===== config.mk =====
export PLATFORM = sky130hd
export DESIGN_NAME = ddf_top
export DESIGN_NICKNAME = d
export VERILOG_FILES = /design/src/ddf_pkg.sv /design/src/ddf_chan_if.sv /design/src/ddf_top.sv /design/src/ddf_conv.sv
export SDC_FILE = /design/constraint.sdc
export NUM_CORES = 1
export LEC_CHECK = 0
export BUFFER_PORTS_ARGS = -buffer_cell sky130_fd_sc_hd__buf_4
export CORE_ASPECT_RATIO = 0.75
export CORE_UTILIZATION = 62
export CTS_CLUSTER_SIZE = 28
export DETAILED_ROUTE_END_ITERATION = 8
export GPL_ROUTABILITY_DRIVEN = 0
export GPL_TIMING_DRIVEN = 0
export PLACE_DENSITY = 0.85
export RECOVER_POWER = 50
export SYNTH_ARGS = -nofsm -noshare
export SYNTH_HDL_FRONTEND = slang
export SYNTH_SLANG_ARGS = --single-unit

===== constraint.sdc =====
create_clock -name clk_sys -period 4.4 [get_ports clk_sys]
set_input_delay 1.32 -clock clk_sys [delete_from_list [all_inputs] [get_ports clk_sys]]
set_output_delay 1.32 -clock clk_sys [all_outputs]
set_load 0.03 [all_outputs]

===== src/ddf_pkg.sv =====
`default_nettype none
package ddf_pkg;
    // ----------------------------------------
    // register addresses
    // ----------------------------------------
    localparam logic [7:0] CONV0_DATA_LOW_ADDR = 8'hD2;
    localparam logic [7:0] CONV0_DATA_HIGH_ADDR = 8'hD3;
    localparam logic [7:0] CONV0_CONTROL_ADDR = 8'hD4;
    localparam logic [7:0] CONV1_DATA_LOW_ADDR = 8'hD5;
    localparam logic [7:0] CONV1_DATA_HIGH_ADDR = 8'hD6;
    localparam logic [7:0] CONV1_CONTROL_ADDR = 8'hD7;

    // ----------------------------------------
    // control register fields
    // ----------------------------------------
    localparam int CTRL_ENABLE_BIT = 7;
    localparam int CTRL_FMT_MSB = 2;
    localparam int CTRL_FMT_LSB = 0;
    localparam logic [7:0] CTRL_WRITABLE_MASK = 8'h87;

    // ----------------------------------------
    // format codes and reset values
    // ----------------------------------------
    localparam logic [2:0] FMT_NYBBLE_HIGH = 3'h0;
    localparam logic [2:0] FMT_FIVE_HIGH = 3'h1;
    localparam logic [2:0] FMT_SIX_HIGH = 3'h2;
    localparam logic [2:0] FMT_SEVEN_HIGH = 3'h3;
    localparam logic [7:0] REG_RESET = 8'h00;
    localparam logic [11:0] WORD_RESET = 12'h000;
    localparam logic [7:0] UNMAPPED_READ = 8'h00;

    // builds the 12-bit word from the two data bytes for a given format
    function automatic logic [11:0] ddf_assemble(input logic [7:0] high,
                                                 input logic [7:0] low,
                                                 input logic [2:0] fmt);
        logic [11:0] w;
        w = {high[3:0], low};
        if (fmt[2]) begin
            w = {high, low[7:4]}; // [RULE_08]
        end else begin
            case (fmt[1:0])
                FMT_NYBBLE_HIGH[1:0]: w = {high[3:0], low}; // [RULE_04]
                FMT_FIVE_HIGH[1:0]: w = {high[4:0], low[7:1]}; // [RULE_05]
                FMT_SIX_HIGH[1:0]: w = {high[5:0], low[7:2]}; // [RULE_06]
                FMT_SEVEN_HIGH[1:0]: w = {high[6:0], low[7:3]}; // [RULE_07]
                default: w = {high[3:0], low};
            endcase
        end
        return w;
    endfunction
endpackage
`default_nettype wire


===== src/ddf_chan_if.sv =====
`timescale 1ns/1ps
`default_nettype none
interface ddf_chan_if;
    logic wr_low;
    logic wr_high;
    logic wr_ctrl;
    logic [7:0] wdata;
    logic [7:0] low;
    logic [7:0] high;
    logic [7:0] ctrl;
    logic [11:0] word;
    logic load;
    modport core (input wr_low, input wr_high, input wr_ctrl, input wdata,
                  output low, output high, output ctrl, output word, output load);
    modport ctl (output wr_low, output wr_high, output wr_ctrl, output wdata,
                 input low, input high, input ctrl, input word, input load);
endinterface
`default_nettype wire


===== src/ddf_top.sv =====
// Function
// [RULE_01] enable bit 7 clear shuts converter zero
// [RULE_02] control bits 6..3 read zero, ignore writes
// [RULE_03] bits 2..0 select word assembly format
// [RULE_04] code 000: high[3:0] plus full low
// [RULE_05] code 001: high[4:0] plus low[7:1]
// [RULE_06] code 010: high[5:0] plus low[7:2]
// [RULE_07] code 011: high[6:0] plus low[7:3]
// [RULE_08] code 1xx: full high plus low[7:4]
// [RULE_09] converter one behaves identically, own registers
// [RULE_10] word updates only on high byte write
// [RULE_11] software writes low before high
// [RULE_12] software sets bias enable before output
// [RULE_13] reset clears all registers, converters disabled
`timescale 1ns/1ps
`default_nettype none
module ddf_top
    import ddf_pkg::*;
(
    input wire logic clk_sys,
    input wire logic reset_n,
    input wire logic [7:0] sfr_addr,
    input wire logic [7:0] sfr_wdata,
    input wire logic sfr_wr,
    input wire logic sfr_rd,
    output logic [7:0] sfr_rdata,
    output logic [11:0] conv0_word,
    output logic conv0_enable,
    output logic conv0_load,
    output logic [11:0] conv1_word,
    output logic conv1_enable,
    output logic conv1_load
);
    ddf_chan_if ch0 ();
    ddf_chan_if ch1 ();

    logic [7:0] rdata_r, rdata_nxt;
    logic en0_r, en0_nxt;
    logic en1_r, en1_nxt;

    // ----------------------------------------
    // write decode
    // ----------------------------------------
    always_comb begin
        ch0.wdata = sfr_wdata;
        ch1.wdata = sfr_wdata;
        ch0.wr_low = sfr_wr && (sfr_addr == CONV0_DATA_LOW_ADDR);
        ch0.wr_high = sfr_wr && (sfr_addr == CONV0_DATA_HIGH_ADDR);
        ch0.wr_ctrl = sfr_wr && (sfr_addr == CONV0_CONTROL_ADDR);
        ch1.wr_low = sfr_wr && (sfr_addr == CONV1_DATA_LOW_ADDR); // [RULE_09]
        ch1.wr_high = sfr_wr && (sfr_addr == CONV1_DATA_HIGH_ADDR);
        ch1.wr_ctrl = sfr_wr && (sfr_addr == CONV1_CONTROL_ADDR);
    end

    ddf_conv u_conv0 (
        .clk_sys(clk_sys),
        .reset_n(reset_n),
        .ch(ch0.core)
    );

    ddf_conv u_conv1 (
        .clk_sys(clk_sys),
        .reset_n(reset_n),
        .ch(ch1.core)
    );

    // ----------------------------------------
    // read mux and enables
    // ----------------------------------------
    always_comb begin
        rdata_nxt = rdata_r;
        if (sfr_rd) begin
            case (sfr_addr)
                CONV0_DATA_LOW_ADDR: rdata_nxt = ch0.low;
                CONV0_DATA_HIGH_ADDR: rdata_nxt = ch0.high;
                CONV0_CONTROL_ADDR: rdata_nxt = ch0.ctrl; // [RULE_02]
                CONV1_DATA_LOW_ADDR: rdata_nxt = ch1.low;
                CONV1_DATA_HIGH_ADDR: rdata_nxt = ch1.high;
                CONV1_CONTROL_ADDR: rdata_nxt = ch1.ctrl;
                default: rdata_nxt = UNMAPPED_READ;
            endcase
        end
        // enable follows the stored bit; bias and reference are outside this block
        en0_nxt = ch0.ctrl[CTRL_ENABLE_BIT]; // [RULE_01]
        en1_nxt = ch1.ctrl[CTRL_ENABLE_BIT]; // [RULE_09]
    end

    always_ff @(posedge clk_sys or negedge reset_n) begin
        if (!reset_n) begin
            rdata_r <= REG_RESET; // [RULE_13]
            en0_r <= 1'b0;
            en1_r <= 1'b0;
        end else begin
            rdata_r <= rdata_nxt;
            en0_r <= en0_nxt;
            en1_r <= en1_nxt;
        end
    end

    assign sfr_rdata = rdata_r;
    assign conv0_enable = en0_r;
    assign conv1_enable = en1_r;
    assign conv0_word = ch0.word;
    assign conv1_word = ch1.word;
    assign conv0_load = ch0.load;
    assign conv1_load = ch1.load;

    // ----------------------------------------
    // checks
    // ----------------------------------------
    property p_enable_follows;
        @(posedge clk_sys) disable iff (!reset_n)
        (sfr_wr && sfr_addr == CONV0_CONTROL_ADDR) |=> ##1
            (conv0_enable == $past(sfr_wdata[7], 2));
    endproperty
    a_enable_follows: assert property (p_enable_follows) // [RULE_01]
        else $error("enable output does not follow control bit");

    property p_conv1_fmt2;
        @(posedge clk_sys) disable iff (!reset_n)
        (ch1.wr_high && ch1.ctrl[2:0] == FMT_SIX_HIGH && !ch1.wr_low)
            |=> (conv1_word == {$past(sfr_wdata[5:0]), ch1.low[7:2]});
    endproperty
    a_conv1_fmt2: assert property (p_conv1_fmt2) // [RULE_06] [RULE_09]
        else $error("converter one format 010 word wrong");

    property p_conv1_fmt3;
        @(posedge clk_sys) disable iff (!reset_n)
        (ch1.wr_high && ch1.ctrl[2:0] == FMT_SEVEN_HIGH && !ch1.wr_low)
            |=> (conv1_word == {$past(sfr_wdata[6:0]), ch1.low[7:3]});
    endproperty
    a_conv1_fmt3: assert property (p_conv1_fmt3) // [RULE_07]
        else $error("converter one format 011 word wrong");

    property p_ctrl_read_unused;
        @(posedge clk_sys) disable iff (!reset_n)
        (sfr_rd && sfr_addr == CONV1_CONTROL_ADDR) |=> (sfr_rdata[6:3] == 4'h0);
    endproperty
    a_ctrl_read_unused: assert property (p_ctrl_read_unused) // [RULE_02]
        else $error("unused control bits read nonzero");

    property p_reset_clear;
        @(posedge clk_sys)
        !$past(reset_n) |-> (conv0_word == WORD_RESET) && !conv0_enable
            && (conv1_word == WORD_RESET) && !conv1_enable;
    endproperty
    a_reset_clear: assert property (p_reset_clear) // [RULE_13]
        else $error("outputs not cleared after reset");

    property p_conv1_enable_follows;
        @(posedge clk_sys) disable iff (!reset_n)
        (sfr_wr && sfr_addr == CONV1_CONTROL_ADDR) |=> ##1
            (conv1_enable == $past(sfr_wdata[CTRL_ENABLE_BIT], 2));
    endproperty
    a_conv1_enable_follows: assert property (p_conv1_enable_follows) // [RULE_09]
        else $error("converter one enable does not follow control bit");

    property p_conv0_off;
        @(posedge clk_sys) disable iff (!reset_n)
        !ch0.ctrl[CTRL_ENABLE_BIT] |=> !conv0_enable;
    endproperty
    a_conv0_off: assert property (p_conv0_off) // [RULE_01]
        else $error("converter zero on while enable bit clear");

    property p_conv1_on;
        @(posedge clk_sys) disable iff (!reset_n)
        ch1.ctrl[CTRL_ENABLE_BIT] |=> conv1_enable;
    endproperty
    a_conv1_on: assert property (p_conv1_on) // [RULE_09]
        else $error("converter one off while enable bit set");

    property p_conv0_fmt2;
        @(posedge clk_sys) disable iff (!reset_n)
        (ch0.wr_high && ch0.ctrl[2:0] == FMT_SIX_HIGH && !ch0.wr_low)
            |=> (conv0_word == {$past(sfr_wdata[5:0]), ch0.low[7:2]});
    endproperty
    a_conv0_fmt2: assert property (p_conv0_fmt2) // [RULE_06]
        else $error("converter zero format 010 word wrong");

    property p_conv0_fmt3;
        @(posedge clk_sys) disable iff (!reset_n)
        (ch0.wr_high && ch0.ctrl[2:0] == FMT_SEVEN_HIGH && !ch0.wr_low)
            |=> (conv0_word == {$past(sfr_wdata[6:0]), ch0.low[7:3]});
    endproperty
    a_conv0_fmt3: assert property (p_conv0_fmt3) // [RULE_07]
        else $error("converter zero format 011 word wrong");

    property p_conv1_fmt0;
        @(posedge clk_sys) disable iff (!reset_n)
        (ch1.wr_high && ch1.ctrl[2:0] == FMT_NYBBLE_HIGH && !ch1.wr_low)
            |=> (conv1_word == {$past(sfr_wdata[3:0]), ch1.low});
    endproperty
    a_conv1_fmt0: assert property (p_conv1_fmt0) // [RULE_04] [RULE_09]
        else $error("converter one format 000 word wrong");

    property p_conv1_fmt1;
        @(posedge clk_sys) disable iff (!reset_n)
        (ch1.wr_high && ch1.ctrl[2:0] == FMT_FIVE_HIGH && !ch1.wr_low)
            |=> (conv1_word == {$past(sfr_wdata[4:0]), ch1.low[7:1]});
    endproperty
    a_conv1_fmt1: assert property (p_conv1_fmt1) // [RULE_05] [RULE_09]
        else $error("converter one format 001 word wrong");

    property p_conv1_fmt_top;
        @(posedge clk_sys) disable iff (!reset_n)
        (ch1.wr_high && ch1.ctrl[2] && !ch1.wr_low)
            |=> (conv1_word == {$past(sfr_wdata), ch1.low[7:4]});
    endproperty
    a_conv1_fmt_top: assert property (p_conv1_fmt_top) // [RULE_08] [RULE_09]
        else $error("converter one format 1xx word wrong");

    property p_ctrl0_read;
        @(posedge clk_sys) disable iff (!reset_n)
        (sfr_rd && sfr_addr == CONV0_CONTROL_ADDR)
            |=> (sfr_rdata == $past(ch0.ctrl)) && (sfr_rdata[6:3] == 4'h0);
    endproperty
    a_ctrl0_read: assert property (p_ctrl0_read) // [RULE_02] [RULE_03]
        else $error("converter zero control read wrong");

    property p_conv0_load_cause;
        @(posedge clk_sys) disable iff (!reset_n)
        conv0_load |-> $past(ch0.wr_high);
    endproperty
    a_conv0_load_cause: assert property (p_conv0_load_cause) // [RULE_10]
        else $error("converter zero loaded without high byte write");

    property p_conv1_low_holds;
        @(posedge clk_sys) disable iff (!reset_n)
        (ch1.wr_low && !ch1.wr_high) |=> (conv1_word == $past(conv1_word));
    endproperty
    a_conv1_low_holds: assert property (p_conv1_low_holds) // [RULE_10] [RULE_09]
        else $error("converter one low byte write changed the word");

    c_conv0_enable: cover property (@(posedge clk_sys) disable iff (!reset_n)
        $rose(conv0_enable));
    c_conv1_top_fmt: cover property (@(posedge clk_sys) disable iff (!reset_n)
        ch1.wr_high && ch1.ctrl[2]);
    c_unmapped_read: cover property (@(posedge clk_sys) disable iff (!reset_n)
        sfr_rd && sfr_addr == 8'h00);
endmodule
`default_nettype wire


===== src/ddf_conv.sv =====
`timescale 1ns/1ps
`default_nettype none
module ddf_conv
    import ddf_pkg::*;
(
    input wire logic clk_sys,
    input wire logic reset_n,
    ddf_chan_if.core ch
);
    logic [7:0] low_r, low_nxt;
    logic [7:0] high_r, high_nxt;
    logic [7:0] ctrl_r, ctrl_nxt;
    logic [11:0] word_r, word_nxt;
    logic load_r, load_nxt;

    // ----------------------------------------
    // next state
    // ----------------------------------------
    always_comb begin
        low_nxt = low_r;
        high_nxt = high_r;
        ctrl_nxt = ctrl_r;
        word_nxt = word_r;
        load_nxt = 1'b0;
        if (ch.wr_low) begin
            low_nxt = ch.wdata;
        end
        if (ch.wr_ctrl) begin
            ctrl_nxt = ch.wdata & CTRL_WRITABLE_MASK; // [RULE_02]
        end
        // only a high-byte write moves the output; low is staged until then
        if (ch.wr_high) begin
            high_nxt = ch.wdata;
            word_nxt = ddf_assemble(ch.wdata, low_nxt,
                                    ctrl_r[CTRL_FMT_MSB:CTRL_FMT_LSB]); // [RULE_10] [RULE_03]
            load_nxt = 1'b1;
        end
    end

    always_ff @(posedge clk_sys or negedge reset_n) begin
        if (!reset_n) begin
            low_r <= REG_RESET; // [RULE_13]
            high_r <= REG_RESET;
            ctrl_r <= REG_RESET;
            word_r <= WORD_RESET;
            load_r <= 1'b0;
        end else begin
            low_r <= low_nxt;
            high_r <= high_nxt;
            ctrl_r <= ctrl_nxt;
            word_r <= word_nxt;
            load_r <= load_nxt;
        end
    end

    assign ch.low = low_r;
    assign ch.high = high_r;
    assign ch.ctrl = ctrl_r;
    assign ch.word = word_r;
    assign ch.load = load_r;

    // ----------------------------------------
    // checks
    // ----------------------------------------
    property p_low_holds_word;
        @(posedge clk_sys) disable iff (!reset_n)
        (ch.wr_low && !ch.wr_high) |=> (word_r == $past(word_r));
    endproperty
    a_low_holds_word: assert property (p_low_holds_word) // [RULE_10]
        else $error("low byte write changed the word");

    property p_fmt0_layout;
        @(posedge clk_sys) disable iff (!reset_n)
        (ch.wr_high && ctrl_r[2:0] == FMT_NYBBLE_HIGH && !ch.wr_low)
            |=> (word_r == {$past(ch.wdata[3:0]), low_r});
    endproperty
    a_fmt0_layout: assert property (p_fmt0_layout) // [RULE_04]
        else $error("format 000 word wrong");

    property p_fmt1_layout;
        @(posedge clk_sys) disable iff (!reset_n)
        (ch.wr_high && ctrl_r[2:0] == FMT_FIVE_HIGH && !ch.wr_low)
            |=> (word_r == {$past(ch.wdata[4:0]), low_r[7:1]});
    endproperty
    a_fmt1_layout: assert property (p_fmt1_layout) // [RULE_05]
        else $error("format 001 word wrong");

    property p_fmt_top_layout;
        @(posedge clk_sys) disable iff (!reset_n)
        (ch.wr_high && ctrl_r[2] && !ch.wr_low)
            |=> (word_r == {$past(ch.wdata), low_r[7:4]});
    endproperty
    a_fmt_top_layout: assert property (p_fmt_top_layout) // [RULE_08]
        else $error("format 1xx word wrong");

    property p_unused_zero;
        @(posedge clk_sys) disable iff (!reset_n)
        ch.wr_ctrl |=> (ctrl_r[6:3] == 4'h0) && (ctrl_r[2:0] == $past(ch.wdata[2:0]));
    endproperty
    a_unused_zero: assert property (p_unused_zero) // [RULE_02]
        else $error("unused control bits not zero");

    property p_load_pulse;
        @(posedge clk_sys) disable iff (!reset_n)
        ch.wr_high |=> load_r ##1 (load_r == $past(ch.wr_high));
    endproperty
    a_load_pulse: assert property (p_load_pulse) // [RULE_10]
        else $error("load pulse wrong");

    c_fmt2_load: cover property (@(posedge clk_sys) disable iff (!reset_n)
        ch.wr_high && ctrl_r[2:0] == FMT_SIX_HIGH);
    c_low_then_high: cover property (@(posedge clk_sys) disable iff (!reset_n)
        ch.wr_low ##1 ch.wr_high);
endmodule
`default_nettype wire


==> results.yml <==
run_status:
  status: "complete, but fails checks"
  failed_checks: "design-rule violations, max-capacitance violations, max-slew violations"
cells_and_area:
  fin_nets: 519
  seq_area_um2: 1900
  multiInputGateArea_um2: 2100
  final_area_um2: 4860
  area_growth_pct: 14.0
  drive_above_1_share_pct: 21.0
  fillers: 479
  antenna_cells: 0
logic_synthesis:
  ys.warnings.count: 0
  ys_ff_latch: 76
  synth-edff-count: 0
  ys_seq_area_share_pct: 44.6
  yosys.area_share.xor_xnor_pct: 0
  yosys-top-cells-area: "dfrtp_1 45%, nand2_1 7.4%, mux2i_1 7.0%"
  synth_compound_area_share_pct: 14.7
  synthAdderAreaFrac_pct: 0
  muxShareOfSynthArea_pct: 18.3
  ys.flop_type: "dfrtp_1"
  synth_top_area_cell: "dfrtp_1"
  async_reset_ff_share_pct: 100
  synthesis.nets: 454
  ys_types: 52
  yosys.area.top_type_share_pct: 44.6
  synth_area_um2: 4260
  synth_commonest_cells: "84 x nand2_1, 76 x dfrtp_1, 30 x mux2i_1, 25 x nor2_1, 23 x mux2_2"
  syn_avg_cell_area_um2: 9.82
  synth_cells: 434
  synth_top_family_by_area: "multiplexers"
  synth_simple_gate_area_share_pct: 17.1
  yosysMostFrequentCell: "nand2_1"
place:
  placed_cell_area_um2: 4770
  io_buffers: 54
  dp_hpwl_um: 8510
worst_hold_path:
  hold_path_end: "conv1_enable$_DFF_PN0_"
  hp-start: "u_conv1.ch.ctrl[7]$_DFFE_PN0P_"
  hp-class: "reg2reg"
  whs_path_depth: 0
detailed_routing:
  drc: 8
  vias_per_cell: 6.52
  wirelength_um: 11900
  vias: 3815
  ant_nets: 0
  post_drt_wl_per_cell_um: 20.3
  initialDrtViolationCount: 524
  first_pass_iters: 8
timing:
  min_period_over_period_pct: 79.8
  finalClockSkew_ns: 0.00991
  worst_pin_slew_ns: 1.90
  hold_viol: 0
  max_freq_ghz: 0.285
  maxSlewHeadroom_pct: -26.6
  fin_crit_ns: 3.51
  tns_ns: 0
  setup_viol: 0
  grt_setup_unrepaired: "false"
  drv_slew: 77
critical_path:
  r2r_start: "u_conv1.ch.ctrl[0]$_DFFE_PN0P_"
  r2r.worst_path.cells: 6
  path_class: "in2reg"
  r2r_setup_slack_ns: 2.25
  worst_setup_path_end_kind: "flip-flop"
  crit_chain: "buf_4, and3b_1, clkbuf_1, nand4_1, buf_6, mux4_1, a222oi_1, nand2_1"
  path_delay_family: "simple AND/OR/NAND/NOR gates"
  start_kind: "primary input"
  regToRegEndpoint: "u_conv1.ch.word[0]$_DFFE_PN0P_"
  crit_cells: 8
  worstPathMaxFanout: 10
  slowest_stage: "nand4_1"
  cp.buffers_inverters: 3
  slowest_delay_ns: 0.62
  required_ns: 4.65
  crit_arrival_ns: 3.76
grt:
  grt_max_degree: 77
  grt_pass1_wl_um: 19100
  grt_pass1_vias: 3563
  grtUsageTotal_pct: 36.2
  antenna_found_initial: 0
  grt_overflow: 0
clock_tree:
  clk_latency_ns: 0.37
  post_cts_buffers: 0
  clk_pin_slew_ns: 0.08
  cts_tree: "done"
  cts_resized: 0
  ctsHoldBuffers: 0
  cts_buffers: 9
  cts_buffer_depth: 2
  htreeDepth: 3
  clock-sinks: 76
  clock-root-buffer: "clkbuf_8"
floorplan:
  die_height_um: 73.8
  core_region_area_um2: 6470
  start_util_pct: 65.8
  num_rows: 25
  die_area_um2: 7210
  fp.dieW_um: 97.7
  io_pins: 56
pwr:
  peakVddDrop_v: 0.000266
  cellLeakagePower_nw: 2.35
  power_density_nw_per_um2: 296
run:
  maxCapViolations: 1
## power by group
part,total (mW),internal (mW),switching (mW)
logic,0.223,0.0832,0.140
registers,0.746,0.726,0.0197
clock network,0.469,0.201,0.268
## how the worst max path moves through the flow
stage | start | end | slack (ns)
after floorplan | sfr_addr[2] | u_conv0.ch.word[7]$_DFFE_PN0P_ | 1.61
after global placement | sfr_addr[3] | u_conv1.ch.word[1]$_DFFE_PN0P_ | 1.24
after detailed placement | sfr_addr[3] | u_conv1.ch.high[0]$_DFFE_PN0P_ | 1.14
after CTS | sfr_addr[3] | u_conv1.ch.high[1]$_DFFE_PN0P_ | 1.52
after global routing | sfr_addr[3] | u_conv1.ch.word[1]$_DFFE_PN0P_ | 0.83
final | sfr_addr[3] | u_conv1.ch.word[1]$_DFFE_PN0P_ | 0.89
## layout make-up
| cell class | count | share of cell area (%) |
|---|---|---|
| Inverter | 19 | 1.47 |
| Sequential cell | 76 | 39.1 |
| Multi-Input combinational cell | 306 | 43.3 |
| Tap cell | 81 | 2.09 |
| Timing Repair Buffer | 54 | 7.60 |
| Buffer | 33 | 3.01 |
| Clock buffer | 9 | 2.55 |
| Clock inverter | 7 | 0.901 |
## flip-flops by register name, indices dropped and copies added (netlist names)
signal / cells
conv0_enable: 1
conv1_enable: 1
sfr_rdata: 8
u_conv0.ch.ctrl: 4
u_conv0.ch.high: 8
u_conv0.ch.load: 1
u_conv0.ch.low: 8
u_conv0.ch.word: 12
u_conv1.ch.ctrl: 4
u_conv1.ch.high: 8
u_conv1.ch.load: 1
u_conv1.ch.low: 8
u_conv1.ch.word: 12
## cells by family after synthesis
kind of cell           after synthesis
AND/OR/NAND/NOR                    153
AO/OA/AOI/OAI                       90
flip-flops                          76
multiplexers                        63
buffers and inverters               52
## worst register-to-register path, stage by stage, from the launching register on
cell and delay, ns:
dfrtp_1 0.33, clkbuf_1 0.32, buf_2 0.36, mux2i_1 0.38, mux2i_1 0.13, a222oi_1 0.41
nand2_1 0.09
## metal layers
layer | track usage [%] | share of wire (%)
met1 | 49.4 | 41
met2 | 54.9 | 44
met3 | 11.6 | 13
met4 | 12.6 | 1.6
met5 | 0 | 0
## placed cells by master (no fill, tap or decap), types with 5 or more instances in the layout
cell type | synthesis | layout
nand4_1 | 4 | 5
nand2_1 | 84 | 84
inv_1 | 18 | 18
a21oi_1 | 14 | 14
mux2i_1 | 30 | 30
mux2_2 | 23 | 23
dfrtp_1 | 76 | 76
a211oi_1 | 6 | 6
o21ai_0 | 19 | 19
nand3_1 | 10 | 11
o22ai_1 | 8 | 8
buf_2 | 8 | 6
buf_4 | 1 | 43
a22oi_1 | 10 | 10
o31ai_1 | 4 | 5
nor2b_1 | 8 | 8
a31oi_1 | 5 | 5
clkbuf_1 | 21 | 33
nor2_1 | 25 | 25
mux4_2 | 8 | 8
clkbuf_8 | 0 | 9
## stage by stage
stage                     utilization, %  setup WS, ns  power, mW  instances  hold WS, ns
final                               75.1         0.889       1.44        585        0.401
after floorplan                        -          1.61      0.890        434        0.364
after detailed placement            73.6          1.14      0.981        569        0.385
after global routing                75.1         0.832       1.49        585        0.414
after global placement              73.6          1.24      0.973        569        0.373
after CTS                           76.2          1.52       1.44        585        0.402
No activity file was read; power rests on OpenSTA's default activity.
